`config.mk`:
```
export PLATFORM = sky130hd
export DESIGN_NAME = thc_two_hand_block
export DESIGN_NICKNAME = d
export VERILOG_FILES = /design/src/hw/thc_pkg.sv /design/src/hw/thc_decode.sv /design/src/hw/thc_two_hand_block.sv
export SDC_FILE = /design/constraint.sdc
export NUM_CORES = 1
export LEC_CHECK = 0
export ABC_AREA = 1
export BUFFER_PORTS_ARGS = -buffer_cell sky130_fd_sc_hd__buf_2
export CAP_MARGIN = 20
export CORE_ASPECT_RATIO = 1.4
export CORE_MARGIN = 1.5
export CORE_UTILIZATION = 49
export CTS_BUF_LIST = sky130_fd_sc_hd__clkbuf_8
export DETAILED_ROUTE_END_ITERATION = 7
export PLACE_DENSITY_LB_ADDON = 0.3
export SYNTH_ARGS = -nofsm -noshare
export SYNTH_HDL_FRONTEND = slang
export SYNTH_SLANG_ARGS = --single-unit
```
`constraint.sdc`:
```
create_clock -name i_clock -period 1.2 [get_ports i_clock]
set_input_delay 0.18 -clock i_clock [delete_from_list [all_inputs] [get_ports i_clock]]
set_output_delay 0.18 -clock i_clock [all_outputs]
set_load 0.02 [all_outputs]
```
`src/hw/thc_pkg.sv`:
```
`default_nettype none
package thc_pkg;
   localparam logic [15:0] THC_DIAG_IDLE = 16'h0000;
   localparam logic [15:0] THC_DIAG_ACTUATED = 16'h8000;
   localparam logic [15:0] THC_DIAG_INIT = 16'h8001;
   localparam logic [15:0] THC_DIAG_RELEASED = 16'h8004;
   localparam logic [15:0] THC_DIAG_FIRST_ONLY = 16'h8005;
   localparam logic [15:0] THC_DIAG_SECOND_ONLY = 16'h8006;
   localparam logic [15:0] THC_DIAG_FIRST_HELD = 16'h8007;
   localparam logic [15:0] THC_DIAG_SECOND_HELD = 16'h8008;
   localparam logic [15:0] THC_DIAG_ERR_FIRST = 16'hC001;
   localparam logic [15:0] THC_DIAG_ERR_SECOND = 16'hC002;
   localparam logic [15:0] THC_DIAG_ERR_BOTH = 16'hC003;

   typedef enum logic [3:0] {
      THC_IDLE, THC_INIT, THC_RELEASED, THC_FIRST_ONLY, THC_SECOND_ONLY, THC_ACTUATED,
      THC_FIRST_HELD, THC_SECOND_HELD, THC_ERR_FIRST, THC_ERR_SECOND, THC_ERR_BOTH
   } thc_state_t;

   typedef struct packed {
      logic ready;
      logic error;
      logic safety_release_out;
      logic [15:0] diag_state_word;
   } thc_status_t;
endpackage
`default_nettype wire

```
`src/hw/thc_decode.sv`:
```
`default_nettype none
module thc_decode (
   input wire thc_pkg::thc_state_t i_state,
   output var thc_pkg::thc_status_t o_status
);
   import thc_pkg::*;
   always_comb begin
      o_status = '{ready: 1'b1, error: 1'b0, safety_release_out: 1'b0, diag_state_word: THC_DIAG_IDLE};
      case (i_state)
         THC_IDLE: o_status.ready = 1'b0;
         THC_INIT: o_status.diag_state_word = THC_DIAG_INIT;
         THC_RELEASED: o_status.diag_state_word = THC_DIAG_RELEASED;
         THC_FIRST_ONLY: o_status.diag_state_word = THC_DIAG_FIRST_ONLY;
         THC_SECOND_ONLY: o_status.diag_state_word = THC_DIAG_SECOND_ONLY;
         THC_ACTUATED: begin
            o_status.diag_state_word = THC_DIAG_ACTUATED;
            o_status.safety_release_out = 1'b1;
         end
         THC_FIRST_HELD: o_status.diag_state_word = THC_DIAG_FIRST_HELD;
         THC_SECOND_HELD: o_status.diag_state_word = THC_DIAG_SECOND_HELD;
         THC_ERR_FIRST: begin
            o_status.diag_state_word = THC_DIAG_ERR_FIRST;
            o_status.error = 1'b1;
         end
         THC_ERR_SECOND: begin
            o_status.diag_state_word = THC_DIAG_ERR_SECOND;
            o_status.error = 1'b1;
         end
         THC_ERR_BOTH: begin
            o_status.diag_state_word = THC_DIAG_ERR_BOTH;
            o_status.error = 1'b1;
         end
         default: o_status.ready = 1'b0;
      endcase
   end
endmodule // thc_decode
`default_nettype wire

```
`src/hw/thc_two_hand_block.sv`:
```
// How it works
// - the safety output is high only with both buttons high, no error and a correct two-hand sequence.
// - the safety output is low whenever a button is released or the sequence was wrong.
// - once the output has dropped, both buttons must be released before it can rise again.
// - activation low returns every state to idle, above all other transitions.
// - a button already pressed at activation is an error and enters an error state.
// - in every error state the safety output is held low.
// - an error is left and its flag cleared once both buttons are seen low.
// - only the first button pressed at activation reports C001 with ready and error high.
// - only the second button pressed at activation reports C002 with ready and error high.
// - both buttons pressed at activation report C003 with ready and error high.
// - 8000 is reported with the output high, 8001 in the initial active state, both with ready.
// - 8004 with no button, 8005 with only the first, 8006 with only the second, output low.
// - after the output drops, 8007 while only the first stays high, 8008 while only the second does.
`default_nettype none
module thc_two_hand_block (
   input wire logic i_clock,
   input wire logic i_nrst,
   input wire logic i_activate,
   input wire logic i_first_button_in,
   input wire logic i_second_button_in,
   output logic o_ready,
   output logic o_error,
   output logic o_safety_release_out,
   output logic [15:0] o_diag_state_word
);
   import thc_pkg::*;

   ////////////////////////////////////////////////////////////////////////////
   thc_state_t state_reg;
   thc_state_t state_next;
   thc_status_t status_next;
   logic b1;
   logic b2;
   assign b1 = i_first_button_in;
   assign b2 = i_second_button_in;

   always_comb begin
      state_next = state_reg;
      if (!i_activate) begin
         state_next = THC_IDLE;
      end else begin
         case (state_reg)
            THC_IDLE: state_next = THC_INIT;
            THC_INIT: begin
               // buttons already pressed when activated are illegal
               if (b1 && b2) state_next = THC_ERR_BOTH;
               else if (b1) state_next = THC_ERR_FIRST;
               else if (b2) state_next = THC_ERR_SECOND;
               else state_next = THC_RELEASED;
            end
            THC_ERR_FIRST, THC_ERR_SECOND, THC_ERR_BOTH: begin
               if (!b1 && !b2) state_next = THC_RELEASED;
            end
            THC_RELEASED, THC_FIRST_ONLY, THC_SECOND_ONLY: begin
               if (b1 && b2) state_next = THC_ACTUATED;
               else if (b1) state_next = THC_FIRST_ONLY;
               else if (b2) state_next = THC_SECOND_ONLY;
               else state_next = THC_RELEASED;
            end
            THC_ACTUATED: begin
               if (!b1 && !b2) state_next = THC_RELEASED;
               else if (!b2) state_next = THC_FIRST_HELD;
               else if (!b1) state_next = THC_SECOND_HELD;
            end
            THC_FIRST_HELD, THC_SECOND_HELD: begin
               // no path back to actuated without a full release
               if (!b1 && !b2) state_next = THC_RELEASED;
               else if (b1 && !b2) state_next = THC_FIRST_HELD;
               else if (!b1 && b2) state_next = THC_SECOND_HELD;
            end
            default: state_next = THC_IDLE;
         endcase
      end
   end

   // outputs decoded from the next state so they leave flops in step with it
   thc_decode u_decode (
      .i_state(state_next),
      .o_status(status_next)
   );

   always_ff @(posedge i_clock or negedge i_nrst) begin
      if (!i_nrst) begin
         state_reg <= THC_IDLE;
         o_ready <= 1'b0;
         o_error <= 1'b0;
         o_safety_release_out <= 1'b0;
         o_diag_state_word <= THC_DIAG_IDLE;
      end else begin
         state_reg <= state_next;
         o_ready <= status_next.ready;
         o_error <= status_next.error;
         o_safety_release_out <= status_next.safety_release_out;
         o_diag_state_word <= status_next.diag_state_word;
      end
   end

   ////////////////////////////////////////////////////////////////////////////
   AST_OUT_NEEDS_BUTTONS: assert property (@(posedge i_clock) disable iff (!i_nrst)
      $rose(o_safety_release_out) |-> $past(b1) && $past(b2) && !o_error)
      else $error("safety output rose without both buttons");
   AST_OUT_DROPS: assert property (@(posedge i_clock) disable iff (!i_nrst)
      o_safety_release_out && (!b1 || !b2) |=> !o_safety_release_out)
      else $error("safety output not dropped on release");
   // a fall into the released code already met the rule, so only held or idle falls count
   AST_REARM_NEEDS_RELEASE: assert property (@(posedge i_clock) disable iff (!i_nrst)
      $fell(o_safety_release_out) && o_diag_state_word != THC_DIAG_RELEASED && i_activate && (b1 || b2)
      ##1 (i_activate && b1 && b2) |=> !o_safety_release_out)
      else $error("safety output rearmed without full release");
   AST_DEACTIVATE_IDLE: assert property (@(posedge i_clock) disable iff (!i_nrst)
      !i_activate |=> !o_ready && o_diag_state_word == THC_DIAG_IDLE && !o_safety_release_out)
      else $error("not idle after deactivation");
   AST_ERR_SAFE: assert property (@(posedge i_clock) disable iff (!i_nrst)
      o_error |-> !o_safety_release_out && o_diag_state_word[15:14] == 2'b11)
      else $error("error with output high");
   AST_ERR_CLEAR: assert property (@(posedge i_clock) disable iff (!i_nrst)
      o_error && i_activate && !b1 && !b2 |=> !o_error && o_diag_state_word == THC_DIAG_RELEASED)
      else $error("error not cleared on release");
   AST_ACT_ERR_BOTH: assert property (@(posedge i_clock) disable iff (!i_nrst)
      $rose(i_activate) && b1 && b2 ##1 (i_activate && b1 && b2)
      |=> o_diag_state_word == THC_DIAG_ERR_BOTH && o_error)
      else $error("both-pressed activation not flagged");
   AST_ACT_ERR_FIRST: assert property (@(posedge i_clock) disable iff (!i_nrst)
      $rose(i_activate) ##1 (i_activate && b1 && !b2) |=> o_diag_state_word == THC_DIAG_ERR_FIRST && o_ready)
      else $error("first-pressed activation not flagged");
   AST_READY: assert property (@(posedge i_clock) disable iff (!i_nrst)
      i_activate |=> o_ready)
      else $error("ready low while active");
   AST_ACT_ERR_SECOND: assert property (@(posedge i_clock) disable iff (!i_nrst)
      $rose(i_activate) ##1 (i_activate && !b1 && b2)
      |=> o_diag_state_word == THC_DIAG_ERR_SECOND && o_ready && o_error && !o_safety_release_out)
      else $error("second-pressed activation not flagged");
   AST_ACT_ERR_ANY: assert property (@(posedge i_clock) disable iff (!i_nrst)
      $rose(i_activate) ##1 (i_activate && (b1 || b2))
      |=> o_error && !o_safety_release_out)
      else $error("pressed button at activation not treated as error");
   AST_ERR_STAYS: assert property (@(posedge i_clock) disable iff (!i_nrst)
      o_error && i_activate && (b1 || b2)
      |=> o_error && !o_safety_release_out)
      else $error("error left while a button is still held");
   AST_ERR_READY: assert property (@(posedge i_clock) disable iff (!i_nrst)
      o_error
      |-> o_ready)
      else $error("error reported without ready");
   AST_ERR_BOTH_RELEASE: assert property (@(posedge i_clock) disable iff (!i_nrst)
      o_diag_state_word == THC_DIAG_ERR_BOTH && i_activate && !b1 && !b2
      |=> o_diag_state_word == THC_DIAG_RELEASED)
      else $error("release after both-pressed error not direct");

   ////////////////////////////////////////////////////////////////////////////
   // codes and levels, read only from the registered outputs
   AST_RESET_IDLE: assert property (@(posedge i_clock)
      !i_nrst |=> !o_ready && !o_error && !o_safety_release_out
      && o_diag_state_word == THC_DIAG_IDLE)
      else $error("outputs not cleared by reset");
   AST_IDLE_QUIET: assert property (@(posedge i_clock) disable iff (!i_nrst)
      !o_ready
      |-> o_diag_state_word == THC_DIAG_IDLE && !o_error && !o_safety_release_out)
      else $error("inactive outputs not quiet");
   AST_INIT_CODE: assert property (@(posedge i_clock) disable iff (!i_nrst)
      $rose(i_activate)
      |=> o_diag_state_word == THC_DIAG_INIT && o_ready && !o_safety_release_out)
      else $error("init code not shown after activation");
   AST_ACTUATED_CODE: assert property (@(posedge i_clock) disable iff (!i_nrst)
      o_safety_release_out
      |-> o_diag_state_word == THC_DIAG_ACTUATED && o_ready && !o_error)
      else $error("output high outside the actuated code");
   AST_OUT_NEEDS_BOTH_NOW: assert property (@(posedge i_clock) disable iff (!i_nrst)
      o_safety_release_out
      |-> $past(b1) && $past(b2))
      else $error("output high although a button was up");
   AST_OUT_HOLDS: assert property (@(posedge i_clock) disable iff (!i_nrst)
      o_safety_release_out && i_activate && b1 && b2
      |=> o_safety_release_out)
      else $error("output dropped with both buttons held");
   AST_BOTH_LOW_RELEASED: assert property (@(posedge i_clock) disable iff (!i_nrst)
      o_ready && i_activate && !b1 && !b2
      |=> o_diag_state_word == THC_DIAG_RELEASED && !o_error && !o_safety_release_out)
      else $error("both buttons up without released code");
   AST_FIRST_ONLY_CODE: assert property (@(posedge i_clock) disable iff (!i_nrst)
      i_activate && b1 && !b2 && (o_diag_state_word == THC_DIAG_RELEASED
      || o_diag_state_word == THC_DIAG_FIRST_ONLY || o_diag_state_word == THC_DIAG_SECOND_ONLY)
      |=> o_diag_state_word == THC_DIAG_FIRST_ONLY && !o_safety_release_out)
      else $error("first button alone not reported");
   AST_SECOND_ONLY_CODE: assert property (@(posedge i_clock) disable iff (!i_nrst)
      i_activate && !b1 && b2 && (o_diag_state_word == THC_DIAG_RELEASED
      || o_diag_state_word == THC_DIAG_FIRST_ONLY || o_diag_state_word == THC_DIAG_SECOND_ONLY)
      |=> o_diag_state_word == THC_DIAG_SECOND_ONLY && !o_safety_release_out)
      else $error("second button alone not reported");
   AST_DROP_FIRST_HELD: assert property (@(posedge i_clock) disable iff (!i_nrst)
      o_safety_release_out && i_activate && b1 && !b2
      |=> o_diag_state_word == THC_DIAG_FIRST_HELD && !o_safety_release_out)
      else $error("drop with first held not reported");
   AST_DROP_SECOND_HELD: assert property (@(posedge i_clock) disable iff (!i_nrst)
      o_safety_release_out && i_activate && !b1 && b2
      |=> o_diag_state_word == THC_DIAG_SECOND_HELD && !o_safety_release_out)
      else $error("drop with second held not reported");
   AST_HELD_NO_OUT: assert property (@(posedge i_clock) disable iff (!i_nrst)
      o_diag_state_word == THC_DIAG_FIRST_HELD || o_diag_state_word == THC_DIAG_SECOND_HELD
      |-> !o_safety_release_out && o_ready && !o_error)
      else $error("output high in a held code");

   ////////////////////////////////////////////////////////////////////////////
   // rearm watch kept apart from the state machine, so a shared slip cannot hide
   logic rearm_block_reg;
   logic rearm_block_next;

   always_comb begin
      rearm_block_next = rearm_block_reg;
      if (!i_activate || (!b1 && !b2)) begin
         rearm_block_next = 1'b0;
      end else if (o_safety_release_out) begin
         rearm_block_next = 1'b1;
      end
   end

   always_ff @(posedge i_clock or negedge i_nrst) begin
      if (!i_nrst) begin
         rearm_block_reg <= 1'b0;
      end else begin
         rearm_block_reg <= rearm_block_next;
      end
   end

   AST_REARM_BLOCKED: assert property (@(posedge i_clock) disable iff (!i_nrst)
      rearm_block_reg && !o_safety_release_out && i_activate && (b1 || b2)
      |=> !o_safety_release_out)
      else $error("output rose before both buttons were released");
endmodule // thc_two_hand_block
`default_nettype wire

```
After elaboration in Yosys (flattened, before gate mapping)
Index checks and enable logic that the tools add are counted.
Widths: inputs -> output; s select.

storage, ports and cells
  register bits after elaboration = 23
  bits of input ports = 5
  word-level logic and storage cells = 56

operators by class
  equal/unequal tests = 20
  multiplexer cells = 19
  reduce and logical (&&, ||, !) cells = 12

operators with widths
  kind                number
  $pmux 16 s10        1
  $mux 4              11
  $eq 4x3->1 const B  8
  $eq 4x4->1 const B  6
  $pmux 4 s6          1
  $eq 4x2->1 const B  4
  $reduce_or 10->1    1
  $mux 3              3
  $reduce_or 3->1     3
  $eq 4x1->1 const B  2
  $logic_and 1x1->1   4
  $logic_not 4->1     1
  $mux 1              3
  $logic_not 1->1     2
  $reduce_or 2->1     1

Depth between registers and ports, before layout
Gate-level depths: netlist of run 1.

  depth after elaboration = 10
  depth in mapped cells = 12

Modules after synthesis
Synthesis of run 1 repeated with hierarchy kept, for this count alone.

second synthesis, totals
  cell total of the unflattened synthesis = 126
  area total of the unflattened synthesis = 1119.8 µm²

by module, submodules not included
  module              instances  cells an instance  area an instance (µm²)  seq. area each (µm²)
  thc_two_hand_block  1          88                 919.6                   575.6
  thc_decode          1          38                 200.2                   0.0

Worst setup path after synthesis of run 1
Ideal clock, no wire load.

  path type = register to register
  from = register state_reg[3]
  to = register o_diag_state_word[15]
  arrival = 1.235 ns
  required time = 1.080 ns
  slack = -0.155 ns
  stages on the path, launching flop included = 11
  clock period less this slack = 1.355 ns
  cell sequence = dfrtp_1 -> nor2_1 -> nand2_2 -> nand2_4 -> nand2_2 -> nand2_2 -> nand2_2 -> nand2_4 -> nand2_4 -> a21oi_4 -> nand2_1

RTL lines
  element                 line                      source
  from (decl)             thc_two_hand_block.sv:30  thc_state_t state_reg;
  from (signal assigned)  thc_two_hand_block.sv:91  state_reg <= state_next;
  to (signal assigned)    thc_two_hand_block.sv:95  o_diag_state_word <= status_next.diag_state_word;
  to (decl)               thc_two_hand_block.sv:25  output logic [15:0] o_diag_state_word

==> results of run 1 <==
## synth_stat cells
cell | count | area [um^2]
buf_6 | 1 | 11.3
o21ai_1 | 1 | 5.00
buf_4 | 10 | 75.1
a21oi_2 | 1 | 8.76
a21oi_1 | 3 | 15.0
nand2_2 | 9 | 56.3
ha_1 | 5 | 62.6
nand4_1 | 1 | 6.26
nand3_1 | 7 | 35.0
nand2_4 | 4 | 45.0
o211ai_1 | 1 | 7.51
dfrtp_1 | 13 | 325
nor3_2 | 1 | 10.0
nor2_1 | 15 | 56.3
a21oi_4 | 2 | 32.5
nor2_2 | 3 | 18.8
a22oi_1 | 1 | 7.51
conb_1 | 1 | 3.75
inv_1 | 6 | 22.5
nand2_1 | 19 | 71.3
inv_2 | 5 | 18.8
nand3_4 | 1 | 17.5
o21ai_0 | 1 | 5.00
or2_2 | 1 | 6.26
nor2_4 | 1 | 11.3
o21ai_2 | 2 | 17.5
## final timing paths
kind,start,end,cells past startpoint
max in group asynchronous,i_nrst,state_reg[2],2
worst min-delay path,i_activate,state_reg[1],3
worst max register to register,state_reg[0],o_ready,10
worst min register to register,state_reg[2],state_reg[3],5
min in group asynchronous,i_nrst,o_error,2
worst max-delay path,state_reg[0],o_ready,10
## critical path: stages, from the launching register on
cell and delay (ns):
dfrtp_2 0.46, inv_2 0.10, nor2_4 0.04, nand2_1 0.14, nor2_4 0.05, a21oi_4 0.14
nand3_4 0.13, nand2_4 0.13, nand2_2 0.04, nand2_1 0.07, nand2_1 0.06
## final cells by class
cell class                      count  area, um^2  area share (%)
Multi-Input combinational cell     89         661            49.0
Sequential cell                    13         330            24.5
Timing Repair Buffer               34         240            17.8
Inverter                           11        46.3            3.44
Clock buffer                        3        41.3            3.06
Tap cell                           20        25.0            1.86
Clock inverter                      1        3.75           0.279
## repair_timing
action / CTS / global route
endpoints found under the hold margin: 13 / 0
pin swaps: 4 / 7
setup endpoints to repair: 13 / 13
gates resized for setup: 18 / 25
hold buffers: 1 / 0
buffers inserted: 2 / 3
## layer usage
| layer | track usage (%) | vias up | wire length [um] |
|---|---|---|---|
| li1 | - | 416 | - |
| met1 | 22.2 | 403 | 832 |
| met2 | 41.1 | 23 | 1400 |
| met3 | 4.00 | 6 | 78 |
| met4 | 13.9 | 0 | 52 |
| met5 | 0 | - | 0 |
## cells by family (layout without fill, tap and decap cells)
kind of cell             after synthesis  in the layout  share of synthesized area [%]
AO/OA/AOI/OAI                         12             12                           10.4
adder cells (fa/ha/maj)                5              5                           6.57
buffers and inverters                 22             49                           13.4
AND/OR/NAND/NOR                       62             62                           35.1
flip-flops                            13             13                           34.2
other                                  1             10                          0.394
## per-stage QoR
step	area (um^2)	setup slack (ns)
final	1350	-0.302
after global routing	1350	-0.391
after CTS	1240	-0.258
after detailed placement	1110	-0.364
after global placement	1110	-0.309
after floorplan	996	-0.145
## power by group
group          switching [mW]  internal, mW  total [mW]
sequential              0.126         0.574       0.700
combinational           0.907         0.616        1.52
clock                   0.154         0.226       0.380
total                    1.19          1.42        2.60
==> qor_table.md, run 1 <==
| Item | Value | Unit |
|:---|:---|:---|
| TNS Setup | -2.85 | ns |
| Worst-path fanout max | 5 | - |
| Worst-case vdd ir drop | 1740 | uV |
| Max Clock Freq | 0.666 | GHz |
| Buffer depth of the longest clock path | 2 | - |
| Detailed placement HPWL | 1560 | um |
| Number of antenna violations at the first check in global routing | 0 | - |
| Count of warnings emitted by yosys | 0 | - |
| Finished Core Util | 74.8 | % |
| Placer Congestion | 0.825 | - |
| Total of fill cells in the finished design | 151 | - |
| Worst Path Required | 1.33 | ns |
| Number of standard cells after synthesis | 115 | - |
| Via-to-Cell Ratio | 4.96 | - |
| Clock skew after layout | 0.00743 | ns |
| Signal arrival time at the worst endpoint | 1.63 | ns |
| Number of placement rows | 18 | - |
| Final critical delay including setup and external delays | 1.50 | ns |
| Final setup violation count | 13 | - |
| Number of placed instances, taps included | 161 | - |
| Register clock-pin slew on the reported worst setup and hold paths | 0.06 | ns |
| Type of the most critical hold path | in -> reg | - |
| TritonCTS Buffers | 3 | - |
| Final period utilization | 125 | % |
| Setup CP Type | reg -> reg | - |
| Fraction of layout cells with a size suffix above 1 | 62.9 | % |
| Most frequent cells in the layout | 16 x buf_4, 13 x nand2_2, 13 x buf_2 | - |
| Maximum number of pins on one net before global-route repair | 14 | - |
| Number of distinct library cells after synthesis | 26 | - |
| Initial Utilization | 52.8 | % |
| Post-Synthesis Cell Area | 952 | um^2 |
| Most common library cell in the layout ignoring fill and taps | buf_4 | - |
| Status | finished, violations left | - |
| Global routing usage summed across all routing layers | 22.4 | % |
| First-pass GRT wire length | 3290 | um |
| Kind of end point of the critical path | flip-flop | - |
| Sequential cell area fraction in the yosys report | 34.2 | % |
| Htree depth | 1 | - |
| Violations in the final reports | negative setup slack | - |
| Drt initial violations | 16 | - |
| Area Overhead vs Synth | 41.5 | % |
| Y dimension of the die | 55.2 | um |
| Clock tree from TritonCTS | done | - |
| DRC errors left | 0 | - |
| Total design power | 2.60 | mW |
| Min setup slack post-route | -0.302 | ns |
| Number of synthesized register bits | 13 | - |
| Synth Area per Inst | 8.28 | um^2 |
| Non-filler cells, final | 171 | - |
| Number of input and output port buffers inserted | 13 | - |
| Unrepaired setup endpoints after global routing | yes | - |
| Average detailed-routed wire length per instance | 13.8 | um |
| Final hold violations | 0 | - |
| GRT overflow | 0 | - |
| Post-layout nets | 162 | - |
| Clock latency reported for the late side of the worst-skew pair | 0.24 | ns |
| Power Dens Cells | 1930 | mW/mm^2 |
| Worst hold slack after final layout | 0.261 | ns |
| Flop-to-flop setup slack | -0.30 | ns |
| Count of pins on the block boundary | 24 | - |
| Total iterations of the first detailed-routing run | 4 | - |
| Final Max Slew Viols | 0 | - |
| Number of global-route vias before repair | 792 | - |
| CORE AREA | 0.00180 | mm^2 |
| Overall die area | 0.00222 | mm^2 |
| Chip width | 40.3 | um |
| Startpoint types | flip-flop | - |
| Routed wire length | 2360 | um |
| Static leakage | 0.709 | nW |
| Max FFs per register | 6 | - |
| Antenna-violating nets left | 0 | - |
| Clock sinks | 13 | - |
| Diode count | 0 | - |
| Reported max-cap violation count | 0 | - |
| Vias | 848 | - |
| CTS root buf | clkbuf_8 | - |
(Power assumes the default switching activity.)
==> inputs of run 2 (changes only) <==
- REMOVE_ABC_BUFFERS: unset -> 1
- SKIP_CTS_REPAIR_TIMING: unset -> 1
==> run 2 against run 1 <==
Net effect: combinational power fell by 20%; clock power fell by 1%; via count fell by 4.2%; wire length fell by 16%; die area did not move; critical endpoint unchanged; the flow still finishes with violations (negative setup slack); clock-buffer cell count did not move; maximum frequency rose by 1.7%; clock skew fell by 0.0034 ns; hold slack got worse by 0.0092 ns; total power fell by 12%; critical path depth fell by 1.
==> qor_table.md, run 2 (synthesis gave the netlist of run 1 again) <==
| Item | Value | Unit | Change |
|:---|:---|:---|:---|
| CORE AREA | 0.00180 | mm^2 | unchanged |
| Worst-path fanout max | 8 | - | +3 |
| Via-to-Cell Ratio | 4.78 | - | -3.7% |
| Type of the most critical hold path | in -> reg | - |  |
| Clock skew after layout | 0.00408 | ns | -0.00335 ns |
| Worst Path Required | 1.33 | ns | about the same |
| Internal cell power | 1.27 | mW | -10% |
| Final period utilization | 123 | % | -2.1 points |
| Signal arrival time at the worst endpoint | 1.60 | ns | -0.03 ns |
| Fraction of layout cells with a size suffix above 1 | 51.3 | % | -12 points |
| Max FFs per register | 6 | - | unchanged |
| Global routing usage summed across all routing layers | 19.3 | % | -3.1 points |
| Overall die area | 0.00222 | mm^2 | unchanged |
| Most frequent cells in the layout | 18 x nand2_1, 18 x buf_4, 13 x buf_2 | - |  |
| Final critical delay including setup and external delays | 1.48 | ns | -0.0252 ns |
| Cell area reported after detailed placement | 0.00110 | mm^2 | -0.90% |
| Diode count | 0 | - | unchanged |
| Register share of total power | 30.0 | % | +3.1 points |
| GRT overflow | 0 | - | unchanged |
| Final setup violation count | 12 | - | -1 |
| DRC errors left | 0 | - | unchanged |
| Number of placement rows | 18 | - | unchanged |
| Number of antenna violations at the first check in global routing | 0 | - | unchanged |
| Combinational Power Share | 53.6 | % | -4.9 points |
| First-pass GRT wire length | 2810 | um | -15% |
| Total iterations of the first detailed-routing run | 4 | - | unchanged |
| Clock sinks | 13 | - | unchanged |
| Max Clock Freq | 0.677 | GHz | +1.7% |
| Final Max Slew Viols | 0 | - | unchanged |
| Register clock-pin slew on the reported worst setup and hold paths | 0.05 | ns | about the same |
| Post-layout nets | 161 | - | -0.62% |
| Violations in the final reports | negative setup slack | - |  |
| Detailed placement HPWL | 1580 | um | +1.3% |
| Switching pwr | 1.02 | mW | -14% |
| Area Overhead vs Synth | 30.6 | % |  |
| Buffer depth of the longest clock path | 2 | - | unchanged |
| Maximum number of pins on one net before global-route repair | 14 | - | unchanged |
| Setup CP Type | reg -> reg | - |  |
| Antenna-violating nets left | 0 | - | unchanged |
| Placer Congestion | 0.803 | - | -2.7% |
| Power Dens Cells | 1840 | mW/mm^2 | -5.0% |
| TNS Setup | -2.43 | ns | +0.413 ns |
| Startpoint types | flip-flop | - |  |
| Clock latency reported for the late side of the worst-skew pair | 0.24 | ns | about the same |
| Initial Utilization | 52.8 | % | unchanged |
| Status | finished, violations left | - |  |
| Y dimension of the die | 55.2 | um | unchanged |
| Average detailed-routed wire length per instance | 11.7 | um | -15% |
| Drt initial violations | 9 | - | -7 |
| TritonCTS Buffers | 3 | - | unchanged |
| Finished Core Util | 69.0 | % | -5.8 points |
| Switching part of the total power | 44.5 | % | -1.1 points |
| CTS root buf | clkbuf_8 | - |  |
| Chip width | 40.3 | um | unchanged |
| Vias | 812 | - | -4.2% |
| Number of global-route vias before repair | 713 | - | -10% |
| Routed wire length | 1990 | um | -16% |
| Clock network power share | 16.4 | % | +1.8 points |
| Htree depth | 1 | - | unchanged |
| Static leakage | 0.673 | nW | -5.1% |
| Final design area excluding fillers | 0.00124 | mm^2 | -7.7% |
| Number of input and output port buffers inserted | 13 | - | unchanged |
| Count of pins on the block boundary | 24 | - | unchanged |
| Worst hold slack after final layout | 0.252 | ns | -0.00916 ns |
| Min setup slack post-route | -0.277 | ns | +0.0252 ns |
| Clock tree from TritonCTS | done | - |  |
| Kind of end point of the critical path | flip-flop | - |  |
| Worst-case vdd ir drop | 1350 | uV | -23% |
| Worst setup timing slack at the placement stage | -0.335 | ns | +0.0291 ns |
| Unrepaired setup endpoints after global routing | yes | - |  |
| Final hold violations | 0 | - | unchanged |
| Reported max-cap violation count | 0 | - | unchanged |
-- run 2: layout make-up --
cell class | count | area [um^2]
well taps | 20 | 25.0
clock buffers | 3 | 41.3
repair buffers | 33 | 221
flip-flops and latches | 13 | 329
inverters | 11 | 43.8
fillers | 160 | 558
multi-input cells | 89 | 579
clock inverters | 1 | 3.75
-- run 2: worst paths after layout --
kind	from	to	slack, ns	cells after the start
max in group asynchronous	i_nrst	state_reg[3]	0.59	2
max reg2reg	state_reg[1]	o_ready	-0.28	9
min	i_activate	state_reg[1]	0.25	3
min in group asynchronous	i_nrst	o_diag_state_word[0]	0.37	2
min reg2reg	state_reg[2]	state_reg[3]	0.85	5
max	state_reg[1]	o_ready	-0.28	9
-- run 2: power groups by stage --
stage | registers [mW] | clock network [mW] | logic (mW)
after detailed placement | 0.659 | 0 | 1.10
after global placement | 0.660 | 0 | 1.08
after CTS | 0.653 | 0.385 | 1.10
after global routing | 0.698 | 0.396 | 1.33
final | 0.686 | 0.375 | 1.22
after floorplan | 0.773 | 0 | 0.650
-- run 2: per-stage QoR --
step | std cells | total power, mW
after floorplan | 113 | 1.42
after global placement | 161 | 1.74
after detailed placement | 161 | 1.76
after CTS | 165 | 2.14
after global routing | 170 | 2.42
final | 170 | 2.28
-- run 2: metal layers --
layer / vias to the layer above / wire (um) / share of wire [%] / track usage [%]
met5: - / 0 / 0 / 0
met4: 0 / 29 / 1.5 / 13.9
met3: 4 / 41 / 2.1 / 1.60
met2: 14 / 1190 / 60 / 35.5
met1: 384 / 724 / 36 / 19.3
li1: 410 / - / - / -
-- run 2: worst max-delay path, cell delays in order, from the launching register on --
cell,delay (ns)
dfrtp_2,0.50
buf_6,0.15
nand2_2,0.07
nand2_4,0.06
a21oi_4,0.15
nand3_4,0.14
nand2_4,0.12
nand2_2,0.04
nand2_1,0.07
nand2_1,0.06
